### src/rtl/port_cfg_defines.svh
// Offsets, field positions and the command bit reset value for the switch port
// identification and command words. Definitions only.
`ifndef PORT_CFG_DEFINES_SVH
`define PORT_CFG_DEFINES_SVH

// Byte offsets of the configuration dwords
`define ID_DWORD_OFFSET 8'h00
`define CMD_DWORD_OFFSET 8'h04

// Command word field positions
`define CMD_IO_EN_POS 0
`define CMD_MEM_EN_POS 1
`define CMD_BUS_MASTER_POS 2
`define CMD_PARITY_RESP_POS 6
`define CMD_SYS_ERR_POS 8
`define CMD_INTX_DIS_POS 10

// Reset value of every writable command bit
`define CMD_BIT_RESET 1'b0

// Identifier override selector codes
`define ID_SEL_MAKER 1'b0
`define ID_SEL_PART 1'b1

`endif

### src/rtl/port_cfg_pkg.sv
// Types shared by the identification and command register block.
// Assumes the defines header is compiled alongside.
package port_cfg_pkg;

  // Entire state of the block, registered as one word
  typedef struct packed {
    logic [15:0] maker_id;     // Vendor identifier value
    logic [15:0] part_id;      // Device identifier value
    logic io_en;               // I/O decode enable
    logic mem_en;              // Memory decode enable
    logic bus_master_en;       // Upstream forwarding enable
    logic parity_resp_en;      // Parity error response enable
    logic sys_err_en;          // Error message reporting enable
    logic intx_dis;            // Own INTx disable
    logic [31:0] rdata;        // Read return data
    logic rvalid;              // Read return strobe
    logic io_claim;            // Primary I/O request accepted
    logic mem_claim;           // Primary memory request accepted
    logic up_fwd;              // Downstream request sent upstream
    logic dn_ur;               // Downstream request unsupported
    logic dn_ur_cpl;           // UR completion to be returned
    logic parity_act;          // Parity error acted upon
    logic fatal_msg;           // Fatal error message to root
    logic nonfatal_msg;        // Non-fatal error message to root
    logic intx_assert;         // Own INTx asserted
    logic intx_fwd;            // Downstream INTx passed on
  } cfg_state_s;

endpackage : port_cfg_pkg

### src/rtl/switch_port_config_id_command.sv
// Identification and command words of a switch port bridge header.
// Assumes a single-cycle configuration access port and same-clock event
// sources from the port's transaction logic; no synchronisers needed.
// Requests are taken on one edge; read data returns one cycle later.
// Identifier defaults are parameters; an override sticks until reset.
`timescale 1ns/1ps
`include "port_cfg_defines.svh"

module switch_port_config_id_command
  import port_cfg_pkg::*;
#(
  parameter logic [15:0] MAKER_ID_DEFAULT = 16'h1a2b, // Arbitrary value
  parameter logic [15:0] PART_ID_DEFAULT = 16'h3c4d   // Arbitrary value
) (
  input wire logic mclk_in,
  input wire logic rst_n_in,
  // Configuration access
  input wire logic cfg_wr_in,
  input wire logic cfg_rd_in,
  input wire logic [7:0] cfg_addr_in,
  input wire logic [3:0] cfg_be_in,
  input wire logic [31:0] cfg_wdata_in,
  output logic [31:0] cfg_rdata_out,
  output logic cfg_rvalid_out,
  // Identifier override from SMBus or EEPROM loader
  input wire logic id_load_in,
  input wire logic id_load_sel_in,
  input wire logic [15:0] id_load_data_in,
  // Primary side requests
  input wire logic pri_io_req_in,
  input wire logic pri_mem_req_in,
  output logic pri_io_claim_out,
  output logic pri_mem_claim_out,
  // Requests arriving at the downstream port
  input wire logic dn_req_in,
  input wire logic dn_req_nonposted_in,
  output logic up_fwd_out,
  output logic dn_ur_out,
  output logic dn_ur_cpl_out,
  // Error sources
  input wire logic parity_err_in,
  input wire logic fatal_err_in,
  input wire logic nonfatal_err_in,
  output logic parity_action_out,
  output logic fatal_msg_out,
  output logic nonfatal_msg_out,
  // Interrupts
  input wire logic own_intx_in,
  input wire logic dn_intx_in,
  output logic intx_assert_out,
  output logic intx_fwd_out,
  // Command bits for the port datapath
  output logic io_en_out,
  output logic mem_en_out,
  output logic bus_master_en_out
);

  // All state lives in one struct, so every output is a flop bit
  // and the reset value is set in one place
  cfg_state_s state_ff;   // Registered state
  cfg_state_s nxt_state;  // Next state

  // Merge one byte lane of write data into an old byte
  // Lanes without their enable keep the old byte
  function automatic logic [7:0] merge_byte(input logic [7:0] old_b,
                                            input logic [7:0] new_b,
                                            input logic en);
    merge_byte = en ? new_b : old_b;
  endfunction : merge_byte

  // Assemble the command word as software reads it
  // Legacy and reserved positions are never stored, so they cannot
  // read back as anything but zero
  function automatic logic [15:0] cmd_word(input cfg_state_s s);
    logic [15:0] w;
    w = 16'h0000;
    w[`CMD_IO_EN_POS] = s.io_en;
    w[`CMD_MEM_EN_POS] = s.mem_en;
    w[`CMD_BUS_MASTER_POS] = s.bus_master_en;
    w[`CMD_PARITY_RESP_POS] = s.parity_resp_en;
    w[`CMD_SYS_ERR_POS] = s.sys_err_en;
    w[`CMD_INTX_DIS_POS] = s.intx_dis;
    cmd_word = w;
  endfunction : cmd_word

  // Next-state logic for registers, reads and event gating
  always_comb begin
    logic [15:0] cmd_new; // Command after the byte-lane merge
    logic [15:0] cmd_old; // Command as it stands before this edge
    cmd_new = 16'h0000;
    // Command word as software would read it now
    cmd_old = cmd_word(state_ff);
    // Hold everything by default
    nxt_state = state_ff;

    // Strobes last one cycle unless re-raised
    // Read data is zero outside its one-cycle strobe
    nxt_state.rvalid = 1'b0;
    nxt_state.rdata = 32'h0000_0000;

    // Identifier override path; config writes never reach these
    // Loads come from the SMBus or the EEPROM loader, one word per strobe
    if (id_load_in) begin
      if (id_load_sel_in == `ID_SEL_MAKER) begin
        nxt_state.maker_id = id_load_data_in;
      end else begin
        nxt_state.part_id = id_load_data_in;
      end
    end

    // Command write; only the defined bits are kept
    // Byte lanes merge into the stored word first, then each live
    // bit is picked out; a write with no lanes set changes nothing
    // Writes to the identifier dword have no path at all
    if (cfg_wr_in && cfg_addr_in == `CMD_DWORD_OFFSET) begin
      cmd_new[7:0] = merge_byte(cmd_old[7:0], cfg_wdata_in[7:0], cfg_be_in[0]);
      cmd_new[15:8] = merge_byte(cmd_old[15:8], cfg_wdata_in[15:8], cfg_be_in[1]);
      nxt_state.io_en = cmd_new[`CMD_IO_EN_POS];
      nxt_state.mem_en = cmd_new[`CMD_MEM_EN_POS];
      nxt_state.bus_master_en = cmd_new[`CMD_BUS_MASTER_POS];
      nxt_state.parity_resp_en = cmd_new[`CMD_PARITY_RESP_POS];
      nxt_state.sys_err_en = cmd_new[`CMD_SYS_ERR_POS];
      nxt_state.intx_dis = cmd_new[`CMD_INTX_DIS_POS];
      // Bits 3,4,5,7,9 and 15:11 are dropped here
    end

    // Read return one cycle after the request
    // A read in the same cycle as a write returns the old value,
    // since both decode from the registered state
    if (cfg_rd_in) begin
      nxt_state.rvalid = 1'b1;
      case (cfg_addr_in)
        // Part identifier high, maker identifier low
        `ID_DWORD_OFFSET: begin
          nxt_state.rdata = {state_ff.part_id, state_ff.maker_id};
        end
        `CMD_DWORD_OFFSET: begin
          // Status half is outside this block and reads zero
          nxt_state.rdata = {16'h0000, cmd_old};
        end
        default: begin
          nxt_state.rdata = 32'h0000_0000; // Unmapped reads zero
        end
      endcase
    end

    // Events use the enables as they stood before this edge
    // A command write in the same cycle only acts from the next request;
    // this keeps the gates free of a write-to-use path
    // Primary side decode
    nxt_state.io_claim = pri_io_req_in & state_ff.io_en;
    nxt_state.mem_claim = pri_mem_req_in & state_ff.mem_en;
    // Downstream requests go either upstream or back as unsupported
    nxt_state.up_fwd = dn_req_in & state_ff.bus_master_en;
    nxt_state.dn_ur = dn_req_in & ~state_ff.bus_master_en;
    // Posted requests get no completion
    nxt_state.dn_ur_cpl = dn_req_in & dn_req_nonposted_in & ~state_ff.bus_master_en;
    // Parity errors may be dropped when the response is off
    nxt_state.parity_act = parity_err_in & state_ff.parity_resp_en;
    // Both error kinds share one reporting enable
    nxt_state.fatal_msg = fatal_err_in & state_ff.sys_err_en;
    nxt_state.nonfatal_msg = nonfatal_err_in & state_ff.sys_err_en;
    // Forwarding ignores the disable bit by design
    nxt_state.intx_assert = own_intx_in & ~state_ff.intx_dis;
    nxt_state.intx_fwd = dn_intx_in;

    // Synchronous reset to the power-on defaults
    // Reset wins over every write and load in the same cycle
    // Any earlier identifier override is lost here
    if (!rst_n_in) begin
      nxt_state = '0;
      nxt_state.maker_id = MAKER_ID_DEFAULT;
      nxt_state.part_id = PART_ID_DEFAULT;
      nxt_state.io_en = `CMD_BIT_RESET;
      nxt_state.mem_en = `CMD_BIT_RESET;
      nxt_state.bus_master_en = `CMD_BIT_RESET;
      nxt_state.parity_resp_en = `CMD_BIT_RESET;
      nxt_state.sys_err_en = `CMD_BIT_RESET;
      nxt_state.intx_dis = `CMD_BIT_RESET;
    end
  end

  // Single state register
  // No reset branch here; the reset lives in the next-state logic
  always_ff @(posedge mclk_in) begin
    state_ff <= nxt_state;
  end

  // Outputs straight from the state register
  // Read return
  assign cfg_rdata_out = state_ff.rdata;
  assign cfg_rvalid_out = state_ff.rvalid;

  // Primary side claims
  assign pri_io_claim_out = state_ff.io_claim;
  assign pri_mem_claim_out = state_ff.mem_claim;

  // Downstream decisions
  assign up_fwd_out = state_ff.up_fwd;
  assign dn_ur_out = state_ff.dn_ur;
  assign dn_ur_cpl_out = state_ff.dn_ur_cpl;

  // Error actions
  assign parity_action_out = state_ff.parity_act;
  assign fatal_msg_out = state_ff.fatal_msg;
  assign nonfatal_msg_out = state_ff.nonfatal_msg;

  // Interrupts
  assign intx_assert_out = state_ff.intx_assert;
  assign intx_fwd_out = state_ff.intx_fwd;

  // Command bits for the datapath
  assign io_en_out = state_ff.io_en;
  assign mem_en_out = state_ff.mem_en;
  assign bus_master_en_out = state_ff.bus_master_en;

endmodule : switch_port_config_id_command

### config.mk
export PLATFORM = sky130hd
export DESIGN_NAME = switch_port_config_id_command
export DESIGN_NICKNAME = d
export VERILOG_FILES = /design/src/rtl/port_cfg_pkg.sv /design/src/rtl/switch_port_config_id_command.sv
export VERILOG_INCLUDE_DIRS = /design/src /design/src/rtl
export SDC_FILE = /design/constraint.sdc
export NUM_CORES = 1
export LEC_CHECK = 0
export ABC_AREA = 1
export BUFFER_PORTS_ARGS = -buffer_cell sky130_fd_sc_hd__buf_2
export CORE_MARGIN = 2
export CORE_UTILIZATION = 30
export DETAILED_ROUTE_END_ITERATION = 12
export GPL_ROUTABILITY_DRIVEN = 0
export HOLD_SLACK_MARGIN = 0.08
export RECOVER_POWER = 50
export SLEW_MARGIN = 0
export SYNTH_ARGS = -nofsm -noshare
export SYNTH_HDL_FRONTEND = slang
export SYNTH_SLANG_ARGS = --single-unit
### constraint.sdc
create_clock -name mclk_in -period 1.46 [get_ports mclk_in]
set_input_delay 0.292 -clock mclk_in [delete_from_list [all_inputs] [get_ports mclk_in]]
set_output_delay 0.292 -clock mclk_in [all_outputs]
set_load 0.02 [all_outputs]
==> results_dict.tcl, run 1 <==
set metrics [dict create \
    timing.rr.start "bus_master_en_out$_SDFFE_PN0P_" \
    fin_crit_ps 1210 \
    outcome "completed" \
    fin_nets 506 \
    seq_area_frac_synth 0.551 \
    fp.coreArea_sq_um 9640 \
    grt_pass1_vias 2155 \
    syn-num-nets 440 \
    synth_top_family_by_area "simple AND/OR/NAND/NOR gates" \
    root_buffer "clkbuf_8" \
    synth_xor_area_frac 0 \
    grt_overflow 0 \
    synth_ff_type "dfxtp_1" \
    synth-compound-area-share 0.0578 \
    yosysTopAreaCell "dfxtp_1" \
    layout_common_cells "buf_2, dfxtp_1, nand2_1" \
    critPathTopFamily "flip-flops" \
    syn_to_final_growth_pct 19.4 \
    fin_worst_skew_ps 5.95 \
    r2r_end "dn_ur_cpl_out$_SDFF_PN0_" \
    startpoint "io_en_out$_SDFFE_PN0P_" \
    relSlewSlack 0.593 \
    clock_sinks 81 \
    leakagePower_nw 1.71 \
    r2r_cells 2 \
    endpoint "io_en_out" \
    drive_gt1_frac 0.273 \
    cpPeakStageDelay_ps 390 \
    numCtsBuffers 9 \
    yosysWarnings 0 \
    crit_path_start_kind "register" \
    fin_cells 569 \
    synth_cell_types 20 \
    clock_path_buffers 2 \
    dp_hpwl_mm 4.64 \
    hold_viol_final 0 \
    syn_inst 365 \
    holdBufCountCts 0 \
    path_cells "buf_2" \
    worst_pin_slew_ps 609 \
    fin_crit_sh 0.831 \
    drtPass1Iterations 4 \
    route.detailed.drc 0 \
    min_from "dn_intx_in" \
    drv_slew 0 \
    drt_wl_total_mm 6.43 \
    n_fill_cell 1051 \
    crit_type "reg2out" \
    synth_adder_area_share 0 \
    io_buffer_count 92 \
    antenna_cells 0 \
    synth_edf_count 0 \
    track_usage 0.126 \
    cp_num_cells 1 \
    synth-seq-cells 81 \
    fp.dieArea_sq_um 10600 \
    num_rows 36 \
    rsz0062_at_grt "no" \
    setup_viol_count_final 0 \
    register_area_sq_um 1620 \
    slowest_stage "dfxtp_1" \
    synth.area.mux_share 0 \
    ir_worst_vdd_uv 365 \
    cts_tree "built" \
    yosysTopAreaCellShare 0.551 \
    async_flop_share 0 \
    avgSynthCellArea_sq_um 8.07 \
    grt_antenna_before_repair 0 \
    detail_route.wl_per_cell_microns 11.3 \
    cp.required_ps 1170 \
    antenna_left 0 \
    max_freq_mhz 824 \
    cp.buffers_inverters 1 \
    tns_ps 0 \
    cp-end-kind "primary output" \
    pwr_density_cell_nw_per_um2 1190 \
    fp.dieH_microns 103 \
    cp_max_fo 4 \
    dr_total_vias 2360 \
    ctsResizeCount 0 \
    dieWidth_microns 103 \
    synth.area.top_cells "dfxtp_1, nand2_1, buf_4" \
    multi_input_comb_area_sq_um 880 \
    critPathArrivalTime_ps 920 \
    cts_setup_buffers 0 \
    maxCapViolations 0 \
    drt-vias-per-instance 4.15 \
    placed_cells 553 \
    grt_max_degree 33 \
    syn_area_sq_um 2950 \
    boundaryPins 121 \
    final_common_cell "buf_2" \
    worstSkewPairLatency_ps 350 \
    hold_path_class "in2reg" \
    cts.reportedPaths.clkPinSlew_ps 80 \
    synthSimpleGateAreaFrac 0.242 \
    r2r_slack_ps 700 \
    grt_pass1_wl_mm 10.0 \
    h-tree-depth 3 \
    drt-initial-drc-count 90 \
    start_util 0.306 \
]
==> sequential cells by signal, indices dropped and copies added, names as in the netlist <==
| signal | flops |
|---|---|
| intx_fwd_out | 1 |
| up_fwd_out | 1 |
| dn_ur_cpl_out | 1 |
| dn_ur_out | 1 |
| nonfatal_msg_out | 1 |
| cfg_rdata_out | 32 |
| fatal_msg_out | 1 |
| state_ff | 35 |
| parity_action_out | 1 |
| intx_assert_out | 1 |
| cfg_rvalid_out | 1 |
| pri_io_claim_out | 1 |
| pri_mem_claim_out | 1 |
| mem_en_out | 1 |
| bus_master_en_out | 1 |
| io_en_out | 1 |
==> layer usage <==
metal / global-route usage / share of wire
met3: 0.0366 / 0.053
met1: 0.153 / 0.45
met5: 0 / 0
met2: 0.202 / 0.47
met4: 0.0648 / 0.019
==> report_power, final <==
part           switching, mW  internal (mW)  total [mW]
logic                  0.169          0.105       0.274
clock network          0.778          0.831        1.61
registers             0.0269           2.27        2.30
total                  0.974           3.21        4.18
==> kinds of logic (layout without fill, tap and decap cells) <==
| kind of cell | Yosys count | count (layout) |
|---|---|---|
| flops | 81 | 81 |
| compound gates | 32 | 32 |
| buf+inv | 82 | 153 |
| simple gates | 170 | 170 |
==> final cells by class <==
cell class / instances / share of cell area
multi-input cells: 202 / 0.250
repair buffers: 101 / 0.147
clock buffers: 11 / 0.0402
clock inverters: 5 / 0.0157
well taps: 133 / 0.0473
flip-flops and latches: 81 / 0.461
inverters: 36 / 0.0384
==> synthesized netlist by cell type (2+ instances only) <==
master,n
o211ai_1,4
a21oi_1,11
nand2_1,77
dfxtp_1,81
nor2_1,56
nor3_1,11
buf_2,5
nor2_2,3
inv_2,2
clkbuf_1,6
buf_4,34
nand3_1,13
nand4_1,6
inv_1,34
o21ai_0,17
==> how the worst min path moves through the flow <==
stage | endpoint | slack, ps | depth (start not counted)
finish | intx_fwd_out$_SDFF_PN0_ | 130 | 3
global route | dn_ur_cpl_out$_SDFF_PN0_ | 130 | 2
CTS | intx_fwd_out$_SDFF_PN0_ | 120 | 3
detailed placement | cfg_rdata_out[3]$_SDFF_PN0_ | 430 | 2
global placement | cfg_rdata_out[15]$_SDFF_PN0_ | 430 | 2
floorplan | intx_fwd_out$_SDFF_PN0_ | 390 | 2
==> through the flow <==
| step | hold WS [ps] | area (sq um) | worst slack [ps] | util | power (mW) |
|---|---|---|---|---|---|
| floorplan | 390 | 2950 | 380 | - | 2.50 |
| global placement | 433 | 3330 | 193 | 0.346 | 2.63 |
| detailed placement | 434 | 3330 | 162 | 0.346 | 2.63 |
| CTS | 121 | 3530 | 224 | 0.366 | 4.25 |
| global route | 131 | 3520 | 156 | 0.365 | 4.41 |
| finish | 126 | 3520 | 247 | 0.365 | 4.18 |
Power figures use the tool's default switching activity.
==> run 2: changes to the inputs <==
==> constraint.sdc (replaced) <==
create_clock -name mclk_in -period 1 [get_ports mclk_in]
set_input_delay 0.2 -clock mclk_in [delete_from_list [all_inputs] [get_ports mclk_in]]
set_output_delay 0.2 -clock mclk_in [all_outputs]
set_load 0.02 [all_outputs]
==> run 2 against run 1 <==
The run now ends with setup timing left. Critical path depth is the same. Sequential share of layout area shrank 6.3 points. Highest routed layer unchanged. Largest power group unchanged. First-iteration DRC count shrank 1.1%. Combinational power grew 84%. Sequential power grew 46%. Hold slack lost 21 ps. Critical endpoint is now bus_master_en_out. Die area is the same. Wire length grew 7.9%. Flip-flop and latch count is the same. Utilization grew 7.2 points. Clock skew shrank 1.2 ps. Cell area grew 20%.
==> results_dict.tcl, run 2 (synthesis gave the netlist of run 1 again) <==
set metrics [dict create \
    cts_tree "built" \
    ir_worst_vdd_uv 789 \
    max_freq_mhz 978 \
    worst_slack_ps -22.6 \
    route.detailed.drc 0 \
    h-tree-depth 3 \
    violations "setup timing" \
    antenna_cells 0 \
    relSlewSlack 0.604 \
    leakagePower_nw 1.91 \
    critPathArrivalTime_ps 820 \
    track_usage 0.137 \
    final_common_cell "nand2_1" \
    grt_pass1_wl_mm 11.0 \
    fp.dieArea_sq_um 10600 \
    numCtsBuffers 9 \
    drt-initial-drc-count 89 \
    grt_max_degree 20 \
    fp.coreArea_sq_um 9640 \
    cp.buffers_inverters 1 \
    path_cells "buf_6" \
    cpPeakStageDelay_ps 350 \
    boundaryPins 121 \
    num_rows 36 \
    worstSkewPairLatency_ps 350 \
    slowest_stage "dfxtp_2" \
    maxCapViolations 0 \
    setup_viol_count_final 8 \
    dp_slack_ps -261 \
    fin_crit_sh 1.02 \
    clock_sinks 81 \
    drt_wl_total_mm 6.93 \
    fin_crit_ps 1020 \
    grt_antenna_before_repair 0 \
    start_util 0.306 \
    syn_to_final_growth_pct 43.0 \
    drive_gt1_frac 0.362 \
    grt_pass1_vias 2322 \
    dieWidth_microns 103 \
    clock_path_buffers 2 \
    io_buffer_count 92 \
    fin_nets 539 \
    dp_hpwl_mm 4.77 \
    drt-vias-per-instance 4.18 \
    rsz0062_at_grt "yes" \
    cts.reportedPaths.clkPinSlew_ps 80 \
    root_buffer "clkbuf_8" \
    final_util 0.437 \
    crit_path_start_kind "register" \
    pwr_density_cell_nw_per_um2 1600 \
    fp.dieH_microns 103 \
    cp-end-kind "primary output" \
    drtPass1Iterations 4 \
    largest_reg_flops 35 \
    worst_pin_slew_ps 594 \
    cp.required_ps 800 \
    regMostFlops "state_ff" \
    crit_type "reg2out" \
    antenna_left 0 \
    fin_worst_skew_ps 4.79 \
    layout_common_cells "nand2_1, nor2_1, dfxtp_2, buf_6, buf_2" \
    hold_path_class "in2reg" \
    cp_max_fo 2 \
    dr_total_vias 2516 \
    drv_slew 0 \
    grt_overflow 0 \
    detail_route.wl_per_cell_microns 11.5 \
    critPathTopFamily "flip-flops" \
    hold_viol_final 0 \
    outcome "finished with violations" \
]
==> run 2: stage by stage <==
step	hold slack [ps]	cells	instance area [sq um]	TNS [ps]	power [mW]
final	105	602	4210	-71.2	6.73
after global routing	91.5	602	4210	-1720	7.04
after CTS	81.9	600	4210	-773	6.83
after detailed placement	400	558	3370	-6610	3.86
after global placement	400	558	3370	-5010	3.85
after floorplan	298	365	2950	0	3.66
==> run 2: path summary, 6_finish.rpt <==
check	startpoint	endpoint	slack, ps	cells past startpoint
worst max-delay path	bus_master_en_out$_SDFFE_PN0P_	bus_master_en_out	-20	1
worst min register to register	state_ff[70]$_SDFFE_PN1P_	cfg_rdata_out[5]$_SDFF_PN0_	440	2
worst min-delay path	id_load_data_in[3]	state_ff[68]$_SDFFE_PN1P_	110	3
worst max register to register	bus_master_en_out$_SDFFE_PN0P_	dn_ur_cpl_out$_SDFF_PN0_	80	3
==> run 2: area by class of cell <==
class	count	area (sq um)
inverters	36	135
multi-input cells	203	888
flip-flops and latches	81	1680
clock inverters	5	103
repair buffers	133	1100
fillers	998	5430
clock buffers	11	141
well taps	133	166
==> run 2: what timing repair did <==
| action | 4_1_cts | 5_1_grt |
|---|---|---|
| setup buffers | 3 | 1 |
| hold buffers | 23 | 0 |
| gates resized for setup | 138 | 2 |
| pin swaps | 0 | 1 |
| cloned | 0 | 1 |
| endpoints found under the hold margin | 27 | 0 |
| endpoints found under the setup margin | 46 | 51 |
==> run 2: metal layers <==
metal / global-route usage / vias to the layer above / routed length [microns]
met5: 0 / - / 0
met4: 0.0719 / 0 / 194
met3: 0.0475 / 15 / 342
met2: 0.217 / 67 / 3360
met1: 0.164 / 1139 / 3040
li1: - / 1295 / -
==> run 2: power by group <==
part,switching (mW),internal [mW],total [mW]
Clock,1.14,1.72,2.86
Sequential,0.0401,3.32,3.36
Combinational,0.268,0.237,0.505
